## src/common/sac_pkg.sv

```systemverilog
// Package for the successive-approximation converter control block.
// Assumes an 8-bit special-function register bus with byte addresses.
package sac_pkg;

    // Register addresses on the special-function bus
    localparam logic [7:0] SAC_ADDR_PRESCALE = 8'h94;
    localparam logic [7:0] SAC_ADDR_RES_LOW  = 8'h95;
    localparam logic [7:0] SAC_ADDR_RES_HIGH = 8'h96;
    localparam logic [7:0] SAC_ADDR_CTRL     = 8'h97;

    // Reset value shared by all four registers
    localparam logic [7:0] SAC_RESET_VAL     = 8'h00;

    // Control and status bit positions
    localparam int SAC_BIT_DONE   = 0;
    localparam int SAC_BIT_START  = 1;
    localparam int SAC_BIT_CH_LSB = 2;
    localparam int SAC_BIT_CH_MSB = 4;
    localparam int SAC_BIT_CONV_EN = 5;
    localparam int SAC_BIT_IRQ_EN = 6;
    localparam int SAC_BIT_IRQ_FLAG = 7;

    // Prescaler register bit positions
    localparam int SAC_BIT_DIV_LSB = 0;
    localparam int SAC_BIT_DIV_MSB = 2;
    localparam int SAC_BIT_REF_EN  = 3;

    // Conversion shape
    localparam int SAC_RES_BITS    = 10;
    localparam int SAC_STEPS_TYP   = 32;
    localparam int SAC_SAMPLE_STEPS = SAC_STEPS_TYP - SAC_RES_BITS;

    // Timing figures for documentation of the derivation
    localparam int SAC_CONV_TIME_NS = 4000;
    localparam int SAC_REF_FREQ_MHZ = 8;
    localparam int SAC_CAL_TIME_MS  = 16;

    // Register bus request carried as one bundle
    typedef struct packed {
        logic       wr;
        logic       rd;
        logic [7:0] addr;
        logic [7:0] wdata;
    } sac_bus_req_t;

    // Analog front-end controls carried as one bundle
    typedef struct packed {
        logic                    power_on;
        logic                    sample;
        logic [2:0]              channel;
        logic [SAC_RES_BITS-1:0] trial;
    } sac_afe_ctrl_t;

    // Conversion sequencer states
    typedef enum logic [1:0] {
        SAC_IDLE,
        SAC_SAMPLE,
        SAC_DECIDE
    } sac_state_t;

endpackage : sac_pkg

```

## src/design/sac_ref_divider.sv

```systemverilog
// Reference-clock divider: one-cycle enable pulse every div+1 cycles.
// Assumes one system clock; the divisor is held stable by software.
`timescale 1ns/10ps
module sac_ref_divider
    import sac_pkg::*;
(
    // Clock and reset
    input  wire logic       mclk,
    input  wire logic       srst,
    // Control
    input  wire logic       enable,
    input  wire logic [2:0] div,
    // Tick out
    output logic            tick
);

    logic [2:0] cnt_r;    // Cycles counted since last tick
    logic [2:0] cnt_nxt;  // Next count
    logic       tick_nxt; // Next tick

    // Divisor 0 is treated as divide-by-one; stops when gated
    always_comb begin
        cnt_nxt  = cnt_r;
        tick_nxt = 1'b0;
        if (!enable) begin
            cnt_nxt = 3'h0;
        end else if (cnt_r >= div) begin
            cnt_nxt  = 3'h0;
            tick_nxt = 1'b1;
        end else begin
            cnt_nxt = cnt_r + 3'h1;
        end
    end

    // Register the counter and pulse
    always_ff @(posedge mclk) begin
        if (srst) begin
            cnt_r <= 3'h0;
            tick  <= 1'b0;
        end else begin
            cnt_r <= cnt_nxt;
            tick  <= tick_nxt;
        end
    end

endmodule : sac_ref_divider

```

## src/design/sac_control.sv

```systemverilog
// Control logic of an eight-channel 10-bit successive-approximation converter.
// Assumes an analog front end that returns a comparator level each step.
//
// What this block and its software must do
// RQ1: Ten-bit result by successive approximation
// RQ2: Result split across low and high registers
// RQ3: Channel field bits 4..2 picks input
// RQ4: Reference clock is oscillator divided by prescaler
// RQ5: Software uses only allowed prescaler values
// RQ6: Conversion about four microseconds at 8 MHz
// RQ7: Prescaler bit 3 gates reference clock
// RQ8: Start bit begins conversion, self-clears
// RQ9: Completion loads result and sets status
// RQ10: Status low while converting, software-clearable
// RQ11: Interrupt flag set on status rising
// RQ12: Only software clears interrupt flag
// RQ13: Interrupt request needs flag and enable
// RQ14: Enable bit low powers converter off
// RQ15: Software waits calibration before starting
// RQ16: Software configures pin functions for inputs
// RQ17: All four registers reset to zero
// RQ18: Start ignored while either enable low
// RQ19: Fixed cycle count per conversion
`timescale 1ns/10ps
module sac_control
    import sac_pkg::*;
#(
    parameter int STEPS = SAC_STEPS_TYP // Reference cycles per conversion
) (
    // Clock and reset
    input  wire logic          mclk,
    input  wire logic          srst,
    // Register bus
    input  wire sac_bus_req_t  bus_req,
    output logic [7:0]         bus_rdata,
    // Analog front end
    input  wire logic          cmp_above,
    output sac_afe_ctrl_t      afe_ctrl,
    // Processor interrupt
    output logic               irq
);

    // Comparator synchroniser, first stage feeds only the second
    logic cmp_s1_r;
    logic cmp_s2_r;

    // Register state
    logic [7:0] ctrl_r;      // Control and status
    logic [7:0] ctrl_nxt;
    logic [3:0] pres_r;      // Prescaler, bits 3..0
    logic [3:0] pres_nxt;
    logic [SAC_RES_BITS-1:0] res_r;   // Result registers
    logic [SAC_RES_BITS-1:0] res_nxt;

    // Sequencer state
    sac_state_t              state_r;
    sac_state_t              state_nxt;
    logic [5:0]              step_r;    // Steps left in sampling phase
    logic [5:0]              step_nxt;
    logic [SAC_RES_BITS-1:0] sar_r;     // Approximation register
    logic [SAC_RES_BITS-1:0] sar_nxt;
    logic [SAC_RES_BITS-1:0] probe_r;   // Bit under trial
    logic [SAC_RES_BITS-1:0] probe_nxt;

    logic ref_tick;   // One-cycle reference clock enable
    logic wr_ctrl;    // Write to control register
    logic wr_pres;    // Write to prescaler register
    logic done_set;   // Conversion finishing this cycle
    logic start_ok;   // Start accepted

    // Sampling steps taken out of the fixed total
    localparam logic [5:0] SAMPLE_CNT = 6'(STEPS - SAC_RES_BITS);

    // Address match helper
    function automatic logic hit(input sac_bus_req_t r, input logic [7:0] a);
        hit = r.wr && (r.addr == a);
    endfunction : hit

    assign wr_ctrl = hit(bus_req, SAC_ADDR_CTRL);
    assign wr_pres = hit(bus_req, SAC_ADDR_PRESCALE);

    // Reference clock enable from divider
    sac_ref_divider u_div (
        .mclk   (mclk),
        .srst   (srst),
        .enable (pres_r[SAC_BIT_REF_EN]),                  // RQ7
        .div    (pres_r[SAC_BIT_DIV_MSB:SAC_BIT_DIV_LSB]), // RQ4
        .tick   (ref_tick)
    );

    // Synchronise the comparator level
    always_ff @(posedge mclk) begin
        if (srst) begin
            cmp_s1_r <= 1'b0;
            cmp_s2_r <= 1'b0;
        end else begin
            cmp_s1_r <= cmp_above;
            cmp_s2_r <= cmp_s1_r;
        end
    end

    // Start is only honoured when both converter and reference clock run
    assign start_ok = ctrl_r[SAC_BIT_START] && ctrl_r[SAC_BIT_CONV_EN]
                      && pres_r[SAC_BIT_REF_EN];                 // RQ18

    // Sequencer: sample, then one decision per reference step
    always_comb begin
        state_nxt = state_r;
        step_nxt  = step_r;
        sar_nxt   = sar_r;
        probe_nxt = probe_r;
        done_set  = 1'b0;
        case (state_r)
            SAC_IDLE: begin
                if (start_ok) begin                              // RQ8
                    state_nxt = SAC_SAMPLE;
                    step_nxt  = SAMPLE_CNT;                      // RQ19
                    sar_nxt   = '0;
                    probe_nxt = {1'b1, {(SAC_RES_BITS-1){1'b0}}};
                end
            end
            SAC_SAMPLE: begin
                if (ref_tick) begin
                    if (step_r <= 6'h1) begin
                        state_nxt = SAC_DECIDE;
                    end else begin
                        step_nxt = step_r - 6'h1;
                    end
                end
            end
            SAC_DECIDE: begin
                if (ref_tick) begin
                    // Keep the trial bit when input is above trial level
                    if (cmp_s2_r) begin                          // RQ1
                        sar_nxt = sar_r | probe_r;
                    end
                    probe_nxt = probe_r >> 1;
                    if (probe_r[0]) begin
                        state_nxt = SAC_IDLE;
                        done_set  = 1'b1;                        // RQ6
                    end
                end
            end
            default: begin
                state_nxt = SAC_IDLE;
            end
        endcase
        // Power-off aborts any conversion
        if (!ctrl_r[SAC_BIT_CONV_EN]) begin                      // RQ14
            state_nxt = SAC_IDLE;
            done_set  = 1'b0;
        end
    end

    // Register next values for bus-visible state
    always_comb begin
        ctrl_nxt = ctrl_r;
        pres_nxt = pres_r;
        res_nxt  = res_r;
        // Start bit lives one cycle only
        ctrl_nxt[SAC_BIT_START] = 1'b0;                          // RQ8
        if (wr_pres) begin
            pres_nxt = bus_req.wdata[3:0];                       // RQ4
        end
        if (wr_ctrl) begin
            ctrl_nxt[SAC_BIT_IRQ_EN]  = bus_req.wdata[SAC_BIT_IRQ_EN];
            ctrl_nxt[SAC_BIT_CONV_EN] = bus_req.wdata[SAC_BIT_CONV_EN];
            ctrl_nxt[SAC_BIT_CH_MSB:SAC_BIT_CH_LSB] =
                bus_req.wdata[SAC_BIT_CH_MSB:SAC_BIT_CH_LSB];    // RQ3
            ctrl_nxt[SAC_BIT_START]   = bus_req.wdata[SAC_BIT_START];
            // Software may clear the flags, never set them
            if (!bus_req.wdata[SAC_BIT_DONE]) begin
                ctrl_nxt[SAC_BIT_DONE] = 1'b0;                   // RQ10
            end
            if (!bus_req.wdata[SAC_BIT_IRQ_FLAG]) begin
                ctrl_nxt[SAC_BIT_IRQ_FLAG] = 1'b0;               // RQ12
            end
        end
        // Status reads zero while converting
        if (start_ok) begin
            ctrl_nxt[SAC_BIT_DONE] = 1'b0;                       // RQ10
        end
        // Completion wins over a simultaneous software clear
        if (done_set) begin
            res_nxt                    = sar_nxt;                // RQ9
            ctrl_nxt[SAC_BIT_DONE]     = 1'b1;                   // RQ9
            if (!ctrl_r[SAC_BIT_DONE]) begin
                ctrl_nxt[SAC_BIT_IRQ_FLAG] = 1'b1;               // RQ11
            end
        end
    end

    // Register all state
    always_ff @(posedge mclk) begin
        if (srst) begin
            ctrl_r  <= SAC_RESET_VAL;                            // RQ17
            pres_r  <= SAC_RESET_VAL[3:0];                       // RQ17
            res_r   <= '0;                                       // RQ17
            state_r <= SAC_IDLE;
            step_r  <= 6'h0;
            sar_r   <= '0;
            probe_r <= '0;
        end else begin
            ctrl_r  <= ctrl_nxt;
            pres_r  <= pres_nxt;
            res_r   <= res_nxt;
            state_r <= state_nxt;
            step_r  <= step_nxt;
            sar_r   <= sar_nxt;
            probe_r <= probe_nxt;
        end
    end

    // Read multiplexer, reserved bits read zero
    always_comb begin
        case (bus_req.addr)
            SAC_ADDR_CTRL:     bus_rdata = ctrl_r;
            SAC_ADDR_PRESCALE: bus_rdata = {4'h0, pres_r};
            SAC_ADDR_RES_LOW:  bus_rdata = res_r[7:0];             // RQ2
            SAC_ADDR_RES_HIGH: bus_rdata = {6'h00, res_r[9:8]};    // RQ2
            default:           bus_rdata = 8'h00;
        endcase
    end

    // Front-end drive
    assign afe_ctrl.power_on = ctrl_r[SAC_BIT_CONV_EN];              // RQ14
    assign afe_ctrl.sample   = (state_r == SAC_SAMPLE);
    assign afe_ctrl.channel  = ctrl_r[SAC_BIT_CH_MSB:SAC_BIT_CH_LSB]; // RQ3
    assign afe_ctrl.trial    = sar_r | probe_r;

    // Interrupt request
    assign irq = ctrl_r[SAC_BIT_IRQ_FLAG] && ctrl_r[SAC_BIT_IRQ_EN];  // RQ13

endmodule : sac_control

```

## config.mk

```make
export PLATFORM = sky130hd
export DESIGN_NAME = sac_control
export DESIGN_NICKNAME = d
export VERILOG_FILES = /design/src/common/sac_pkg.sv /design/src/design/sac_ref_divider.sv /design/src/design/sac_control.sv
export SDC_FILE = /design/constraint.sdc
export NUM_CORES = 1
export LEC_CHECK = 0
export ABC_AREA = 1
export BUFFER_PORTS_ARGS = -buffer_cell sky130_fd_sc_hd__buf_2
export CORE_MARGIN = 10
export CORE_UTILIZATION = 55
export CTS_CLUSTER_DIAMETER = 80
export DETAILED_ROUTE_END_ITERATION = 8
export GPL_TIMING_DRIVEN = 0
export PLACE_DENSITY_LB_ADDON = 0.1
export SYNTH_ARGS = -nofsm -noshare
export SYNTH_HDL_FRONTEND = slang
export SYNTH_SLANG_ARGS = --single-unit
export TNS_END_PERCENT = 30
```

## constraint.sdc

```tcl
create_clock -name mclk -period 1.95 [get_ports mclk]
set_clock_uncertainty 0.2 [all_clocks]
set_input_delay 0.195 -clock mclk [delete_from_list [all_inputs] [get_ports mclk]]
set_output_delay 0.195 -clock mclk [all_outputs]
set_load 0.02 [all_outputs]
```

=== Word level (Yosys, flattened, before mapping) ===
Cells that the tools add are included.

* Bits of input ports: 21
* Word-level logic and storage cells: 82
* Memories: 0
* Latch bits: 0
* ROM bits: 0
* Register bits: 56
* RAM bits: 0

* Reductions and logical operators: 17
* Bitwise logic cells: 4
* Equality and inequality tests: 13
* Div/mod/pow operators: 0
* Shifts and indexed selects: 0
* Add/sub/neg operators: 2
* $mul: 0
* Muxes and demuxes: 30
* Magnitude comparators: 2

{| class="wikitable"
|+ Operators with widths
! kind !! count
|-
| 2-to-1 mux 10 bit || 5
|-
| one-hot mux 10 bit (2 select lines) || 2
|-
| == test 8 bit, second input constant || 4
|-
| one-hot mux 8 bit (4 select lines) || 1
|-
| 2-to-1 mux 6 bit || 3
|-
| one-hot mux 6 bit (2 select lines) || 1
|-
| 2-to-1 mux 1 bit || 11
|-
| 2-to-1 mux 2 bit || 5
|-
| OR 10 bit || 1
|-
| 2-to-1 mux 8 bit || 1
|-
| less-or-equal comparator 6 x 1 -> 1 bit, second input constant || 1
|-
| != test 2 x 1 -> 1 bit, second input constant || 3
|-
| != test 2 bit, second input constant || 3
|-
| one-hot mux 2 bit (3 select lines) || 1
|-
| OR reduction 2 bit || 3
|-
| subtractor 6 x 1 -> 6 bit, second input constant || 1
|-
| logical AND 1 bit || 5
|-
| AND reduction 5 bit || 1
|-
| AND reduction 4 bit || 1
|-
| nonzero test 2 bit || 2
|-
| adder 3 x 1 -> 3 bit, second input constant || 1
|-
| >= comparator 3 bit || 1
|-
| != test 3 x 1 -> 1 bit, second input constant || 1
|-
| NOT 1 bit || 3
|-
| 7 further kinds || 7
|}

=== Longest topological paths before layout ===
* Word-level depth: 6
* Gate-level depth with buffers: 10
* Depth with buffers taken out: 10

=== Cells and area by module ===
From an unflattened synthesis, not the netlist that was laid out.

* Cells, all modules: 347
* Area, all modules: 2568.7 um2

{| class="wikitable"
|+ Modules (own cells, without submodules)
! module !! sequential area each (um2) !! instances !! area an instance (um2) !! cells an instance
|-
| sac_control || 1041.0 || 1 || 2351.0 || 321
|-
| sac_ref_divider || 80.1 || 1 || 217.7 || 26
|}

=== Least setup slack after synthesis ===
No wires, ideal clock.

* Kind: flip-flop to flip-flop
* From: register step_r[0]
* To: register step_r[0]
* Buffers on the path: 0
* Setup time: 113 ps
* Stages on the path, launching flop included: 11
* Path slack: 355 ps
* Arrival: 1282 ps
* Data required time: 1637 ps
* Path through: dfxtp_1 inv_1 ha_1 inv_1 nand2_1 nand3_1 nand2_1 nand2_1 nand2_2 o21ai_1 nor2_1

* Word-level cells in the longest chain between the ends: 4

{| class="wikitable"
|+ Ends and longest elaborated chain
! what !! RTL line !! text
|-
| start, declared || sac_control.sv:58 || <nowiki>logic [5:0] step_r;</nowiki>
|-
| start signal, assigned || sac_control.sv:208 || <nowiki>step_r <= step_nxt;</nowiki>
|-
| subtractor 6 x 1 -> 6 bit || sac_control.sv:127 || <nowiki>step_nxt = step_r - 6'h1;</nowiki>
|-
| 2-to-1 mux 6 bit || sac_control.sv:124 || <nowiki>if (step_r <= 6'h1) begin</nowiki>
|-
| 2-to-1 mux 6 bit || sac_control.sv:123 || <nowiki>if (ref_tick) begin</nowiki>
|-
| one-hot mux 6 bit (2 select lines) || sac_control.sv:113 || <nowiki>case (state_r)</nowiki>
|}

Several ways; a longest one is shown, not always the timed one. The select of a mux whose other input is x is not followed.
A chain may end at the register's enable or synchronous reset.

=== Final worst setup path ===
Ends and elaborated chain as after synthesis.

==> metrics.cfg <==
[critical_path]
start_kind = flip-flop
r2r_setup_slack_ns = 0.18
crit_path_max_fanout = 6
setup.worst_path.end_class = flip-flop
r2r_end = step_r[0]
cp.arrival_ns = 1.77
reg2reg_from = step_r[0]
reg2reg_depth = 10
required_ns = 1.95
critPathKind = flip-flop to flip-flop

[synthesis]
syn_area_per_cell_um2 = 7.40
yosys_warnings = 0
synth_area_leader_cell = dfxtp_1
synthTopCellsByCount = dfxtp_1, nor2_1, inv_1, nand2_1, a21oi_1
synth-seq-cells = 56
synth_most_common_cell = dfxtp_1
yosysUniqueCellTypes = 36
syn_area_um2 = 2600
synthCells = 351
synthArstFlopShare_pct = 0
syn_nets = 378
synthTopCellsByArea = dfxtp_1, nor2_1, a21oi_1, nand3_1, inv_1
ys_seq_area_share_pct = 43.2
synth_ff_type = dfxtp_1
netlist.area_leader.share_pct = 43.2
synth_edf_count = 0

[pwr]
power_density_nw_per_um2 = 611
ir_drop_v = 0.000449
p_leak_nw = 1.32

[global_routing]
grt_max_degree = 19
grt_pass1_vias = 2294
overflow = 0
antenna_found_initial = 0
gr-usage-all-layers_pct = 16.7
grt_pass1_wl_mm = 10.6

[floorplanning]
start_util_pct = 58.1
pin_count = 45
core_um2 = 4470
dieHeight_um = 88.7
die_w_um = 88.7
dieArea_um2 = 7870
rows = 24

[run]
maxCapViolations = 0

[cells_and_area]
diodes = 0
fin_util_pct = 68.3
drive_gt1_share_pct = 22.9
area_delta_synth_final_pct = 17.6
nets = 436

[min_path]
min_to = state_r[1]
hold_depth = 4
hold_class = input pin to flip-flop
hp-start = srst

[clock_network]
clock_latency_ns = 0.30
clock-root-buffer = clkbuf_8
cts_num_sinks = 56
cts_setup_buffers = 0
clkTransAtPathRegs_ns = 0.10
cts_tree = done
cts_buffers = 5
cts_max_path_buffers = 2
cts_max_level = 2

[drt]
dr.pass1.iters = 4
vias = 2414
route.detailed.drc = 0
dr.first_iter.drc_count = 133
viasPerCell = 5.23
routed_wl_mm = 6.33
wl_per_cell_um = 13.7
drtAntennaViolNets = 0

[placement]
finalWeightedCongestion = 0.922
port_buffers = 43
hpwl_mm = 4.80

[timing]
final-hold-violation-count = 0
fin_tns_setup_ns = 0
clock.fmax_ghz = 0.565
setup_violations = 0
max_slew_margin_pct = 67.4
slew_viol_final = 0
period_needed_ns = 1.77
min_period_over_period_pct = 90.7
worst_slew_pin_slew_ns = 0.488
grt_setup_unrepaired = false

[outcome]
status = finished clean

-- power breakdown --
| group | total [W] | switching, W | internal (W) |
|---|---|---|---|
| registers | 0.00115 | 0.000000859 | 0.00115 |
| logic | 0.0000801 | 0.0000458 | 0.0000342 |
| clock network | 0.000640 | 0.000382 | 0.000258 |
| total | 0.00187 | 0.000428 | 0.00144 |
-- metrics by stage --
stage          cell area (um2)  power (W)  worst slack, ns  hold WS (ns)  cells
4_1_cts                   3050    0.00188            0.121      0.000760    462
3_5_place_dp              2880    0.00124            0.142         0.195    446
3_3_place_gp              2880    0.00124            0.179         0.191    446
6_report                  3060    0.00187            0.181       0.00653    462
2_1_floorplan             2600    0.00120            0.355         0.102    351
5_1_grt                   3060    0.00194           0.0230        0.0117    462
-- timing repair --
item / in CTS / in global routing
setup endpoints to repair: 0 / 6
hold endpoints to repair: 10 / 0
gates resized for setup: 0 / 3
hold buffers: 8 / 0
-- worst max-delay path, cell delays in order (launching register included) --
cell     delay [ns]
dfxtp_1        0.41
inv_2          0.09
ha_1           0.23
inv_1          0.09
nand2_1        0.05
nand3_1        0.06
nand2_1        0.12
nand2_2        0.13
nand2_2        0.10
o21ai_1        0.15
nor2_1         0.05
-- cell type report --
class                           instances  area [um2]
Tap cell                               52        65.1
Inverter                               49         184
Sequential cell                        56        1120
Buffer                                 13        88.8
Clock buffer                            5        68.8
Fill cell                             410        1420
Clock inverter                          3        22.5
Timing Repair Buffer                   51         295
Multi-Input combinational cell        233        1210
-- state kept, by name, summed over array words and instances, names as in the netlist --
signal / cells
cmp_s1_r: 1
cmp_s2_r: 1
ctrl_r: 8
pres_r: 4
probe_r: 10
res_r: 10
sar_r: 10
state_r: 2
step_r: 6
u_div.cnt_r: 3
u_div.tick: 1
-- worst max path at each step --
stage / startpoint / slack [ns] / cells after the start / endpoint
after global routing: u_div.cnt_r[0] / 0.02 / 7 / u_div.cnt_r[1]
final: step_r[0] / 0.18 / 10 / step_r[0]
after CTS: step_r[0] / 0.12 / 10 / step_r[0]
after global placement: step_r[0] / 0.18 / 10 / step_r[0]
after detailed placement: step_r[0] / 0.14 / 10 / step_r[0]
after floorplan: step_r[0] / 0.35 / 10 / step_r[0]
-- logic make-up after synthesis --
| group | Yosys count | synth area share, % |
|---|---|---|
| and+or+nand+nor | 149 | 27.0 |
| AOI/OAI and AO/OA | 77 | 16.1 |
| buffers and inverters | 62 | 10.5 |
| DFF | 56 | 43.2 |
| adders and majority gates | 6 | 2.89 |
| xor gates and xnor gates | 1 | 0.337 |
-- per-layer routing --
metal  global-route usage [%]  wire length [um]  vias up
li1                         -                 -     1256
met1                     20.6              2890     1093
met2                     27.9              2990       59
met3                     4.69               400        6
met4                     4.41                59        0
met5                        0                 0        -
-- cells in the final DEF (no fill, tap or decap), drive strengths merged --
master | netlist | routed
nand4 | 2 | 2
nor2 | 53 | 53
inv | 48 | 49
o221ai | 1 | 1
buf | 10 | 53
o21ai | 34 | 34
nand3 | 32 | 32
a31oi | 1 | 1
or2 | 11 | 11
nor4 | 1 | 1
nor3 | 3 | 3
o22ai | 2 | 2
a21oi | 35 | 35
dfxtp | 56 | 56
clkinv | 1 | 3
nand2 | 45 | 45
nand3b | 2 | 2
a21boi | 1 | 1
o2111ai | 1 | 1
ha | 6 | 6
o21bai | 1 | 1
clkbuf | 3 | 8
dlygate4sd3 | 0 | 8
xnor2 | 1 | 1
o211ai | 1 | 1
No activity file was read; power rests on OpenSTA's default activity.
